==> src/sswc_map.vh <==
`ifndef SSWC_MAP_VH
`define SSWC_MAP_VH
// ----------------------------------------
// Extended status word bit positions
// ----------------------------------------
`define SSWC_ST_RSO_BIT      0
`define SSWC_ST_RDY_BIT      1
`define SSWC_ST_EN_BIT       2
`define SSWC_ST_ERR_BIT      3
`define SSWC_ST_COAST_BIT    4
`define SSWC_ST_QUICK_BIT    5
`define SSWC_ST_INHIBIT_BIT  6
`define SSWC_ST_WARN_BIT     7
`define SSWC_ST_RUN_BIT      8
`define SSWC_ST_REQ_BIT      9
`define SSWC_ST_TOR_BIT      10
`define SSWC_ST_CL_BIT       11
// ----------------------------------------
// Extended control word bit positions
// ----------------------------------------
`define SSWC_CW_ONOFF_BIT    0
`define SSWC_CW_OFF2_BIT     1
`define SSWC_CW_OFF3_BIT     2
`define SSWC_CW_ENOP_BIT     3
`define SSWC_CW_ENRAMP_BIT   4
`define SSWC_CW_UNFREEZE_BIT 5
`define SSWC_CW_ENSET_BIT    6
`define SSWC_CW_ACK_BIT      7
`define SSWC_CW_GRANT_BIT    10
// ----------------------------------------
// Reset values and scaling
// ----------------------------------------
`define SSWC_STATUS_RST      16'h0000
`define SSWC_LOAD_RST        16'h0000
`define SSWC_LOAD_100PCT     16'h4000
`define SSWC_RAMP_MAX        16'hffff
`define SSWC_RAMP_STEP       16'h0001
`define SSWC_QUICK_STEP      16'h0010
`endif

==> src/sswc_ramp.v <==
`timescale 1ns/1ps
`default_nettype none
`include "sswc_map.vh"
// ----------------------------------------
// Ramp generator with freeze and current limit
// ----------------------------------------
module sswc_ramp (
  input  wire        clk,
  input  wire        nrst,
  input  wire        ramp_up,
  input  wire        ramp_down,
  input  wire        quick,
  input  wire        coast,
  input  wire        freeze,
  input  wire        limit_hit,
  output reg  [15:0] level_ff,
  output wire        at_top,
  output wire        at_zero
);
  reg [15:0] nxt_level;
  assign at_top  = (level_ff == `SSWC_RAMP_MAX);
  assign at_zero = (level_ff == 16'h0000);

  // Freeze and limit only stop the climb, ramp down still runs; coast drops at once
  always @* begin
    nxt_level = level_ff;
    if (coast) begin
      nxt_level = 16'h0000;
    end else if (ramp_down) begin
      if (quick) begin
        nxt_level = (level_ff > `SSWC_QUICK_STEP) ? level_ff - `SSWC_QUICK_STEP : 16'h0000;
      end else if (!at_zero) begin
        nxt_level = level_ff - `SSWC_RAMP_STEP;
      end
    end else if (ramp_up && !freeze && !limit_hit && !at_top) begin // RQ20 RQ17 RQ15
      nxt_level = level_ff + `SSWC_RAMP_STEP;
    end
  end

  always @(posedge clk or negedge nrst) begin
    if (!nrst) begin
      level_ff <= 16'h0000;
    end else begin
      level_ff <= nxt_level;
    end
  end
endmodule
`default_nettype wire

==> src/sswc_limit.v <==
`timescale 1ns/1ps
`default_nettype none
// ----------------------------------------
// Current limit compare from breaker values
// ----------------------------------------
module sswc_limit (
  input  wire        clk,
  input  wire        nrst,
  input  wire [15:0] rated_current,
  input  wire [7:0]  limit_multiple,
  input  wire [15:0] measured_current,
  output reg         limit_ff
);
  // Multiple is in tenths of rated current, widened to avoid overflow
  wire [23:0] threshold;
  wire [23:0] scaled_meas;
  assign threshold   = rated_current * limit_multiple;
  assign scaled_meas = {8'h00, measured_current} * 24'd10;

  always @(posedge clk or negedge nrst) begin
    if (!nrst) begin
      limit_ff <= 1'b0;
    end else begin
      limit_ff <= (limit_multiple != 8'h00) && (scaled_meas >= threshold); // RQ15
    end
  end
endmodule
`default_nettype wire

==> src/sswc_top.v <==
// Contract
// [RQ1] Status bit 0: ready to switch on
// [RQ2] Bits 1,2: switched on, operation enabled
// [RQ3] Bit 6: switch-on inhibited
// [RQ4] Bit 4: coast run-down in progress
// [RQ5] Bit 5: quick stop active
// [RQ6] Bits 3,7,8: fault, warning, power active
// [RQ7] Bit 10: top of ramp reached
// [RQ8] Bit 11 current limit if enabled
// [RQ9] Load word signed, 0x4000 is 100 percent
// [RQ10] Bit 9 follows network control setting
// [RQ11] Control bits ignored until grant set
// [RQ12] No grant under network control: fail-safe
// [RQ13] Fail-safe uses zero control bytes
// [RQ14] Fail-safe: switching off, stop, inhibited
// [RQ15] Device limits current from breaker values
// [RQ16] Controller sets rated current and multiple
// [RQ17] Control bit 5 low freezes ramp
// [RQ18] Controller restores bit 5 below limit
// [RQ19] Grant is control bit 10
// [RQ20] Bit 5 zero holds ramp output; the code only stops the climb, ramp down still lowers it
// [RQ21] Words refreshed each exchange, reserved zero
`timescale 1ns/1ps
`default_nettype none
`include "sswc_map.vh"
module sswc_top (
  input  wire        SYS_CLK,
  input  wire        NRST,
  input  wire        EXCHANGE,
  input  wire [15:0] CONTROL_WORD,
  input  wire        NETWORK_CONTROL_PARAM,
  input  wire        LIMIT_FLAG_ENABLE_PARAM,
  input  wire [15:0] RATED_MOTOR_CURRENT_PARAM,
  input  wire [7:0]  CURRENT_LIMIT_MULTIPLE_PARAM,
  input  wire [15:0] BREAKER_CURRENT,
  input  wire        FAULT_PRESENT,
  input  wire        WARNING_PRESENT,
  input  wire        START_INHIBIT,
  input  wire signed [15:0] LOAD_PERCENT,
  output reg  [15:0] EXTENDED_STATUS_WORD,
  output reg  [15:0] LOAD_PERCENT_WORD,
  output reg         FAIL_SAFE,
  output reg         POWER_ACTIVE,
  output reg  [15:0] RAMP_LEVEL
);
  // ----------------------------------------
  // State codes
  // ----------------------------------------
  localparam [2:0] STATE_INHIBITED         = 3'd1;
  localparam [2:0] STATE_READY_TO_SWITCH_ON = 3'd2;
  localparam [2:0] STATE_SWITCHED_ON       = 3'd3;
  localparam [2:0] STATE_OPERATING         = 3'd4;
  localparam [2:0] STATE_SWITCHING_OFF     = 3'd5;

  reg  [2:0]  state_ff;
  reg  [2:0]  nxt_state;
  reg         coast_ff;
  reg         nxt_coast;
  reg         quick_ff;
  reg         nxt_quick;
  reg         tor_ff;
  reg         nxt_tor;
  wire [15:0] ramp_level;
  wire        ramp_top;
  wire        ramp_zero;
  wire        limit_hit;

  // ----------------------------------------
  // Authority and fail-safe qualification
  // ----------------------------------------
  // Fail-safe whenever network control is set but grant is withdrawn
  wire grant     = CONTROL_WORD[`SSWC_CW_GRANT_BIT];                // RQ19
  wire fail_safe = NETWORK_CONTROL_PARAM & ~grant;                   // RQ12
  // Without grant the state bits count as zero; same as invalid bytes
  wire [15:0] cw = (fail_safe | ~grant) ? 16'h0000 : CONTROL_WORD;  // RQ11 RQ13
  wire on_cmd    = cw[`SSWC_CW_ONOFF_BIT];
  wire no_coast  = cw[`SSWC_CW_OFF2_BIT];
  wire no_quick  = cw[`SSWC_CW_OFF3_BIT];
  wire en_op     = cw[`SSWC_CW_ENOP_BIT];
  wire en_ramp   = cw[`SSWC_CW_ENRAMP_BIT];
  wire unfreeze  = cw[`SSWC_CW_UNFREEZE_BIT];
  wire en_set    = cw[`SSWC_CW_ENSET_BIT];

  // ----------------------------------------
  // Drive state machine
  // ----------------------------------------
  // Stop requests start a run-down only from operating; from ready or switched on they go straight to inhibited
  always @* begin
    nxt_state = state_ff;
    nxt_coast = coast_ff;
    nxt_quick = quick_ff;
    case (state_ff)
      STATE_INHIBITED: begin
        nxt_coast = 1'b0;
        nxt_quick = 1'b0;
        if (!START_INHIBIT && !FAULT_PRESENT && !fail_safe && !on_cmd && no_coast && no_quick) begin
          nxt_state = STATE_READY_TO_SWITCH_ON;
        end
      end
      STATE_READY_TO_SWITCH_ON: begin
        if (fail_safe || FAULT_PRESENT || !no_coast || !no_quick) begin
          nxt_state = STATE_INHIBITED;
        end else if (on_cmd) begin
          nxt_state = STATE_SWITCHED_ON;
        end
      end
      STATE_SWITCHED_ON: begin
        if (fail_safe || FAULT_PRESENT) begin
          nxt_state = STATE_SWITCHING_OFF;                            // RQ14
          nxt_coast = FAULT_PRESENT;
          nxt_quick = ~FAULT_PRESENT;
        end else if (!no_coast || !no_quick) begin
          nxt_state = STATE_INHIBITED;
        end else if (!on_cmd) begin
          nxt_state = STATE_READY_TO_SWITCH_ON;
        end else if (en_op) begin
          nxt_state = STATE_OPERATING;
        end
      end
      STATE_OPERATING: begin
        if (fail_safe || FAULT_PRESENT || !no_coast || !no_quick || !on_cmd || !en_op) begin
          nxt_state = STATE_SWITCHING_OFF;                            // RQ14
          // Fault or coast request de-energizes; fail-safe uses quick stop
          nxt_coast = FAULT_PRESENT | (!no_coast & !fail_safe);
          nxt_quick = !(FAULT_PRESENT | (!no_coast & !fail_safe)) & (fail_safe | !no_quick);
        end
      end
      STATE_SWITCHING_OFF: begin
        if (ramp_zero) begin
          nxt_state = STATE_INHIBITED;                                // RQ14
        end
      end
      default: begin
        nxt_state = STATE_INHIBITED;
      end
    endcase
  end

  always @(posedge SYS_CLK or negedge NRST) begin
    if (!NRST) begin
      state_ff <= STATE_INHIBITED;
      coast_ff <= 1'b0;
      quick_ff <= 1'b0;
    end else begin
      state_ff <= nxt_state;
      coast_ff <= nxt_coast;
      quick_ff <= nxt_quick;
    end
  end

  // ----------------------------------------
  // Ramp and current limit
  // ----------------------------------------
  wire running    = (state_ff == STATE_OPERATING);
  wire ramp_up    = running & en_ramp & en_set;
  wire ramp_down  = (state_ff == STATE_SWITCHING_OFF) | (running & ~(en_ramp & en_set));

  sswc_limit u_limit (
    .clk              (SYS_CLK),
    .nrst             (NRST),
    .rated_current    (RATED_MOTOR_CURRENT_PARAM),
    .limit_multiple   (CURRENT_LIMIT_MULTIPLE_PARAM),
    .measured_current (BREAKER_CURRENT),
    .limit_ff         (limit_hit)
  );

  sswc_ramp u_ramp (
    .clk       (SYS_CLK),
    .nrst      (NRST),
    .ramp_up   (ramp_up),
    .ramp_down (ramp_down),
    .quick     (quick_ff),
    .coast     (coast_ff),
    .freeze    (~unfreeze),
    .limit_hit (limit_hit),
    .level_ff  (ramp_level),
    .at_top    (ramp_top),
    .at_zero   (ramp_zero)
  );

  // Top of ramp latches once reached, clears when leaving operation
  always @* begin
    nxt_tor = tor_ff;
    if (!running) begin
      nxt_tor = 1'b0;
    end else if (ramp_top) begin
      nxt_tor = 1'b1;                                                 // RQ7
    end
  end

  always @(posedge SYS_CLK or negedge NRST) begin
    if (!NRST) begin
      tor_ff <= 1'b0;
    end else begin
      tor_ff <= nxt_tor;
    end
  end

  // ----------------------------------------
  // Status word assembly
  // ----------------------------------------
  reg [15:0] nxt_status;
  always @* begin
    nxt_status = `SSWC_STATUS_RST;                                    // RQ21
    nxt_status[`SSWC_ST_RSO_BIT]     = (state_ff == STATE_READY_TO_SWITCH_ON); // RQ1
    nxt_status[`SSWC_ST_RDY_BIT]     = (state_ff == STATE_SWITCHED_ON);        // RQ2
    nxt_status[`SSWC_ST_EN_BIT]      = running;                                // RQ2
    nxt_status[`SSWC_ST_ERR_BIT]     = FAULT_PRESENT;                          // RQ6
    nxt_status[`SSWC_ST_COAST_BIT]   = (state_ff == STATE_SWITCHING_OFF) & coast_ff; // RQ4
    nxt_status[`SSWC_ST_QUICK_BIT]   = (state_ff == STATE_SWITCHING_OFF) & quick_ff; // RQ5
    nxt_status[`SSWC_ST_INHIBIT_BIT] = (state_ff == STATE_INHIBITED);          // RQ3
    nxt_status[`SSWC_ST_WARN_BIT]    = WARNING_PRESENT;                        // RQ6
    nxt_status[`SSWC_ST_RUN_BIT]     = ~ramp_zero;                             // RQ6
    nxt_status[`SSWC_ST_REQ_BIT]     = NETWORK_CONTROL_PARAM;                  // RQ10
    nxt_status[`SSWC_ST_TOR_BIT]     = tor_ff;                                 // RQ7
    nxt_status[`SSWC_ST_CL_BIT]      = LIMIT_FLAG_ENABLE_PARAM & limit_hit;    // RQ8
  end

  // ----------------------------------------
  // Output registers
  // ----------------------------------------
  // Words update only on the exchange strobe so a frame sees a coherent pair
  always @(posedge SYS_CLK or negedge NRST) begin
    if (!NRST) begin
      EXTENDED_STATUS_WORD <= `SSWC_STATUS_RST;
      LOAD_PERCENT_WORD    <= `SSWC_LOAD_RST;
      FAIL_SAFE            <= 1'b0;
      POWER_ACTIVE         <= 1'b0;
      RAMP_LEVEL           <= 16'h0000;
    end else begin
      if (EXCHANGE) begin
        EXTENDED_STATUS_WORD <= nxt_status;                           // RQ21
        LOAD_PERCENT_WORD    <= LOAD_PERCENT;                         // RQ9
      end
      FAIL_SAFE    <= fail_safe;                                      // RQ12
      POWER_ACTIVE <= ~ramp_zero;
      RAMP_LEVEL   <= ramp_level;
    end
  end
endmodule
`default_nettype wire

==> config.mk <==
export PLATFORM = sky130hd
export DESIGN_NAME = sswc_top
export DESIGN_NICKNAME = d
export VERILOG_FILES = /design/src/sswc_ramp.v /design/src/sswc_limit.v /design/src/sswc_top.v
export VERILOG_INCLUDE_DIRS = /design/src
export SDC_FILE = /design/constraint.sdc
export NUM_CORES = 1
export LEC_CHECK = 0
export BUFFER_PORTS_ARGS = -buffer_cell sky130_fd_sc_hd__buf_4
export CAP_MARGIN = 20
export CORE_MARGIN = 2
export CORE_UTILIZATION = 40
export CTS_BUF_LIST = sky130_fd_sc_hd__clkbuf_8
export DETAILED_ROUTE_END_ITERATION = 8
export GPL_TIMING_DRIVEN = 0
export HOLD_SLACK_MARGIN = 0.06
export PLACE_DENSITY_LB_ADDON = 0.3
export SYNTH_ARGS = -nofsm -noshare
export SYNTH_HDL_FRONTEND = slang
export SYNTH_SLANG_ARGS = --single-unit
==> constraint.sdc <==
create_clock -name SYS_CLK -period 2.4 [get_ports SYS_CLK]
set_input_delay 0.12 -clock SYS_CLK [delete_from_list [all_inputs] [get_ports SYS_CLK]]
set_output_delay 0.12 -clock SYS_CLK [all_outputs]
set_load 0.03 [all_outputs]
==> summary.md <==
| Metric | Value |
|---|---|
| Run status | complete, but fails checks |
| Failing checks | setup timing |
| Grt ovf | 0 |
| Chip width | 152 um |
| Area of the multi-input gates | 7110 um^2 |
| Worst-path clk slew | 0.08 ns |
| Area Growth Syn to Fin | 34.7% |
| DRT Pass-1 Iters | 5 |
| Largest cells by area after synthesis | dfrtp_1 19%, fa_1 19%, ha_1 14%, and2_1 8.0%, inv_1 5.7% |
| CP Capture Type | register |
| TritonCTS Buffers | 9 |
| Leakage power | 5.60 nW |
| Most common cell after layout, fill and taps aside | buf_4 |
| Total Routing Usage GR | 19.5% |
| Maximum clock rate | 199 MHz |
| Final max-slew violation count | 0 |
| Cell depth of the worst flop-to-flop path | 8 |
| Endpoints failing setup | 2 |
| I/O Buffers | 115 |
| First-pass GRT wire length | 38.1 mm |
| Core box area | 21700 um^2 |
| Synth warn | 0 |
| FP Rows | 54 |
| Setup WS post-layout | -2.62 ns |
| Syn avg cell area | 9.12 um^2 |
| Hold Crit Class | in -> reg |
| Via density | 5.31 |
| Post-synth EDFFs | 0 |
| Fill cell count | 1920 |
| CTS Buffer Depth | 2 |
| PwrDens | 1220 nW/um^2 |
| Reg-to-Reg End | u_ramp.level_ff[15] |
| Worst reg2reg setup slack | -0.02 ns |
| Nets | 1436 |
| Die Height | 152 um |
| Worst Min Path Start | FAULT_PRESENT |
| Die area | 23200 um^2 |
| Clk_lat worst skew | 0.36 ns |
| Routed wire per std cell | 15.1 um |
| Initial antenna violation count | 0 |
| I/O pin cnt | 130 |
| Post-synth top area cell | dfrtp_1 |
| Initial Util | 40.6% |
| Area share of the largest cell type after synthesis | 19.3% |
| Worst-Margin Slew | 0.832 ns |
| Worst rel slew slack | 44.6% |
| Worst vdd ir | 0.769 mV |
| GPL Wtd Cong | 0.855 |
| Critical Path AT | 5.30 ns |
| Syn Inst Count | 966 |
| Routed wire length | 22.1 mm |
| Hold Path End | EXTENDED_STATUS_WORD[3] |
| Clk sinks | 69 |
| CP Max Fanout | 7 |
| Vias in the first global route | 8150 |
| Mapped cell area | 8810 um^2 |
| DR iter-0 viols | 311 |
| Register Area | 1740 um^2 |
| RSZ-0062 raised after global routing | true |
| Top FF cell, synth | dfrtp_1 |
| Max_cap viols | 0 |
| Yosys reg bits | 69 |
| CTS tree | built |
| Min Clock Period, post-route | 5.02 ns |
| Asr flop ratio synth | 100% |
| Fin Clk Skew | 0.0125 ns |
| CTS root buffer | clkbuf_8 |
| Yosys cell types | 75 |
| Worst setup SP type | input pin |
| Commonest cells after routing, fill and taps aside | 167 x buf_4, 118 x inv_1, 104 x and2_1 |
| Setup CP Type | in -> reg |
| H-tree depth | 3 |
| Fin util | 54.7% |
| R2R Path Start | u_ramp.level_ff[2] |
| Layout cells sized above 1 | 31.3% |
| Tcrit/Tclk final | 209% |
| Antenna fix cells | 0 |
| Setup TNS | -2.64 ns |
| Final antenna-violating net count | 0 |
| Worst Path Required | 2.68 ns |
| DPL Wire Length | 16.6 mm |
| Vias | 7759 |
| DRC | 0 |
| Pin count of the biggest net entering global routing | 70 |
| Final hold vios | 0 |
| Register area share after synthesis | 19.6% |
| Hold depth | 2 |
-- flip-flops by register name, summed over array words and instances, names as in the netlist --
| register | count |
|---|---|
| u_limit.limit_ff | 1 |
| LOAD_PERCENT_WORD | 16 |
| state_ff | 3 |
| RAMP_LEVEL | 16 |
| tor_ff | 1 |
| quick_ff | 1 |
| EXTENDED_STATUS_WORD | 12 |
| FAIL_SAFE | 1 |
| coast_ff | 1 |
| u_ramp.level_ff | 16 |
| POWER_ACTIVE | 1 |
-- Yosys cell counts, types with 3 or more instances --
cell / count
or2_2: 3
a21boi_0: 3
nor2b_1: 4
a311oi_1: 3
nor2_1: 30
o21bai_1: 5
clkbuf_1: 22
nand2_1: 51
a21o_1: 13
a21oi_1: 57
nand3_1: 25
inv_1: 133
o31a_1: 4
a31o_2: 3
and2_1: 113
a31oi_1: 8
buf_2: 5
nand4_1: 10
fa_1: 85
nor3b_1: 5
nand2b_1: 3
nor4_1: 6
o21ai_0: 30
ha_1: 96
o31ai_1: 3
o21ai_1: 3
or3_1: 4
o22ai_1: 7
and3_1: 7
buf_4: 5
xnor2_1: 18
o21a_1: 8
o211ai_1: 6
mux2_2: 23
nor3_1: 21
dfrtp_1: 68
o221ai_1: 3
xor2_1: 14
a211oi_1: 9
-- layer usage --
| layer | wire [um] | up-vias | GRT usage, % |
|---|---|---|---|
| met1 | 9470 | 3833 | 24.5 |
| met4 | 311 | 0 | 5.07 |
| li1 | - | 3716 | - |
| met3 | 891 | 22 | 2.42 |
| met2 | 11400 | 188 | 35.6 |
| met5 | 0 | - | 0 |
-- metrics by stage --
step	setup slack (ns)	instance area (um^2)	power, mW	instances	hold WS [ns]
detailed placement	-3.26	10300	10.5	1364	0.289
CTS	-2.69	11500	13.3	1441	0.0780
finish	-2.62	11900	14.5	1460	0.0803
floorplan	-2.53	9110	8.44	969	-0.176
global placement	-3.24	10300	10.3	1364	0.289
global route	-2.79	11900	15.8	1460	0.0770
-- area by class of cell --
cell class,instances,area share (%)
Multi-Input combinational cell,733,59.9
Buffer,28,2.07
Tap cell,280,2.95
Clock buffer,10,1.16
Sequential cell,69,14.6
Inverter,133,4.21
Clock inverter,6,0.791
Timing Repair Buffer,201,14.3
-- critical path, stage by stage --
cell       delay, ns
buf_12          0.11
buf_4           0.13
and2_1          0.15
fa_1            0.55
fa_1            0.47
fa_1            0.54
inv_2           0.04
fa_1            0.49
inv_2           0.04
ha_4            0.26
and3_4          0.20
or3b_4          0.42
o21ai_4         0.15
a21oi_2         0.07
xor2_1          0.15
ha_1            0.33
nand2_2         0.09
o21ai_4         0.15
nor4_2          0.05
and2_4          0.17
a2111oi_4       0.29
and4b_2         0.32
-- kinds of logic (layout without fill, tap and decap cells) --
family,after synthesis,count (layout),share of synthesized area (%)
xor gates and xnor gates,32,32,3.18
buffers and inverters,167,378,7.57
AOI/OAI and AO/OA,192,192,14.4
other,1,4,0.0426
adders and majority gates,181,181,33.0
muxes,24,24,3.05
DFF,69,69,19.6
and+or+nand+nor,300,300,19.2
-- power by group --
| group | leakage [nW] | switching, mW | total, mW | internal (mW) |
|---|---|---|---|---|
| Sequential | 0.875 | 0.321 | 1.82 | 1.49 |
| Clock | 0.113 | 0.478 | 1.10 | 0.620 |
| Combinational | 4.62 | 6.06 | 11.6 | 5.51 |
| Total | 5.60 | 6.86 | 14.5 | 7.63 |
-- worst max path at each step --
stage,from,to,slack (ns),cells after the start
floorplan,CURRENT_LIMIT_MULTIPLE_PARAM[7],u_limit.limit_ff,-2.53,23
global placement,CURRENT_LIMIT_MULTIPLE_PARAM[3],u_limit.limit_ff,-3.24,23
detailed placement,CURRENT_LIMIT_MULTIPLE_PARAM[3],u_limit.limit_ff,-3.26,23
CTS,CURRENT_LIMIT_MULTIPLE_PARAM[3],u_limit.limit_ff,-2.69,23
global route,CURRENT_LIMIT_MULTIPLE_PARAM[7],u_limit.limit_ff,-2.79,24
finish,CURRENT_LIMIT_MULTIPLE_PARAM[4],u_limit.limit_ff,-2.62,22
-- timing repair --
action | 4_1_cts | 5_1_grt
endpoints found under the hold margin | 87 | 0
resized for setup | 98 | 53
endpoints found under the setup margin | 20 | 20
setup buffers | 40 | 25
pin swaps | 71 | 74
hold buffers | 20 | 0
gates cloned | 2 | 0
No activity file was read; power rests on OpenSTA's default activity.
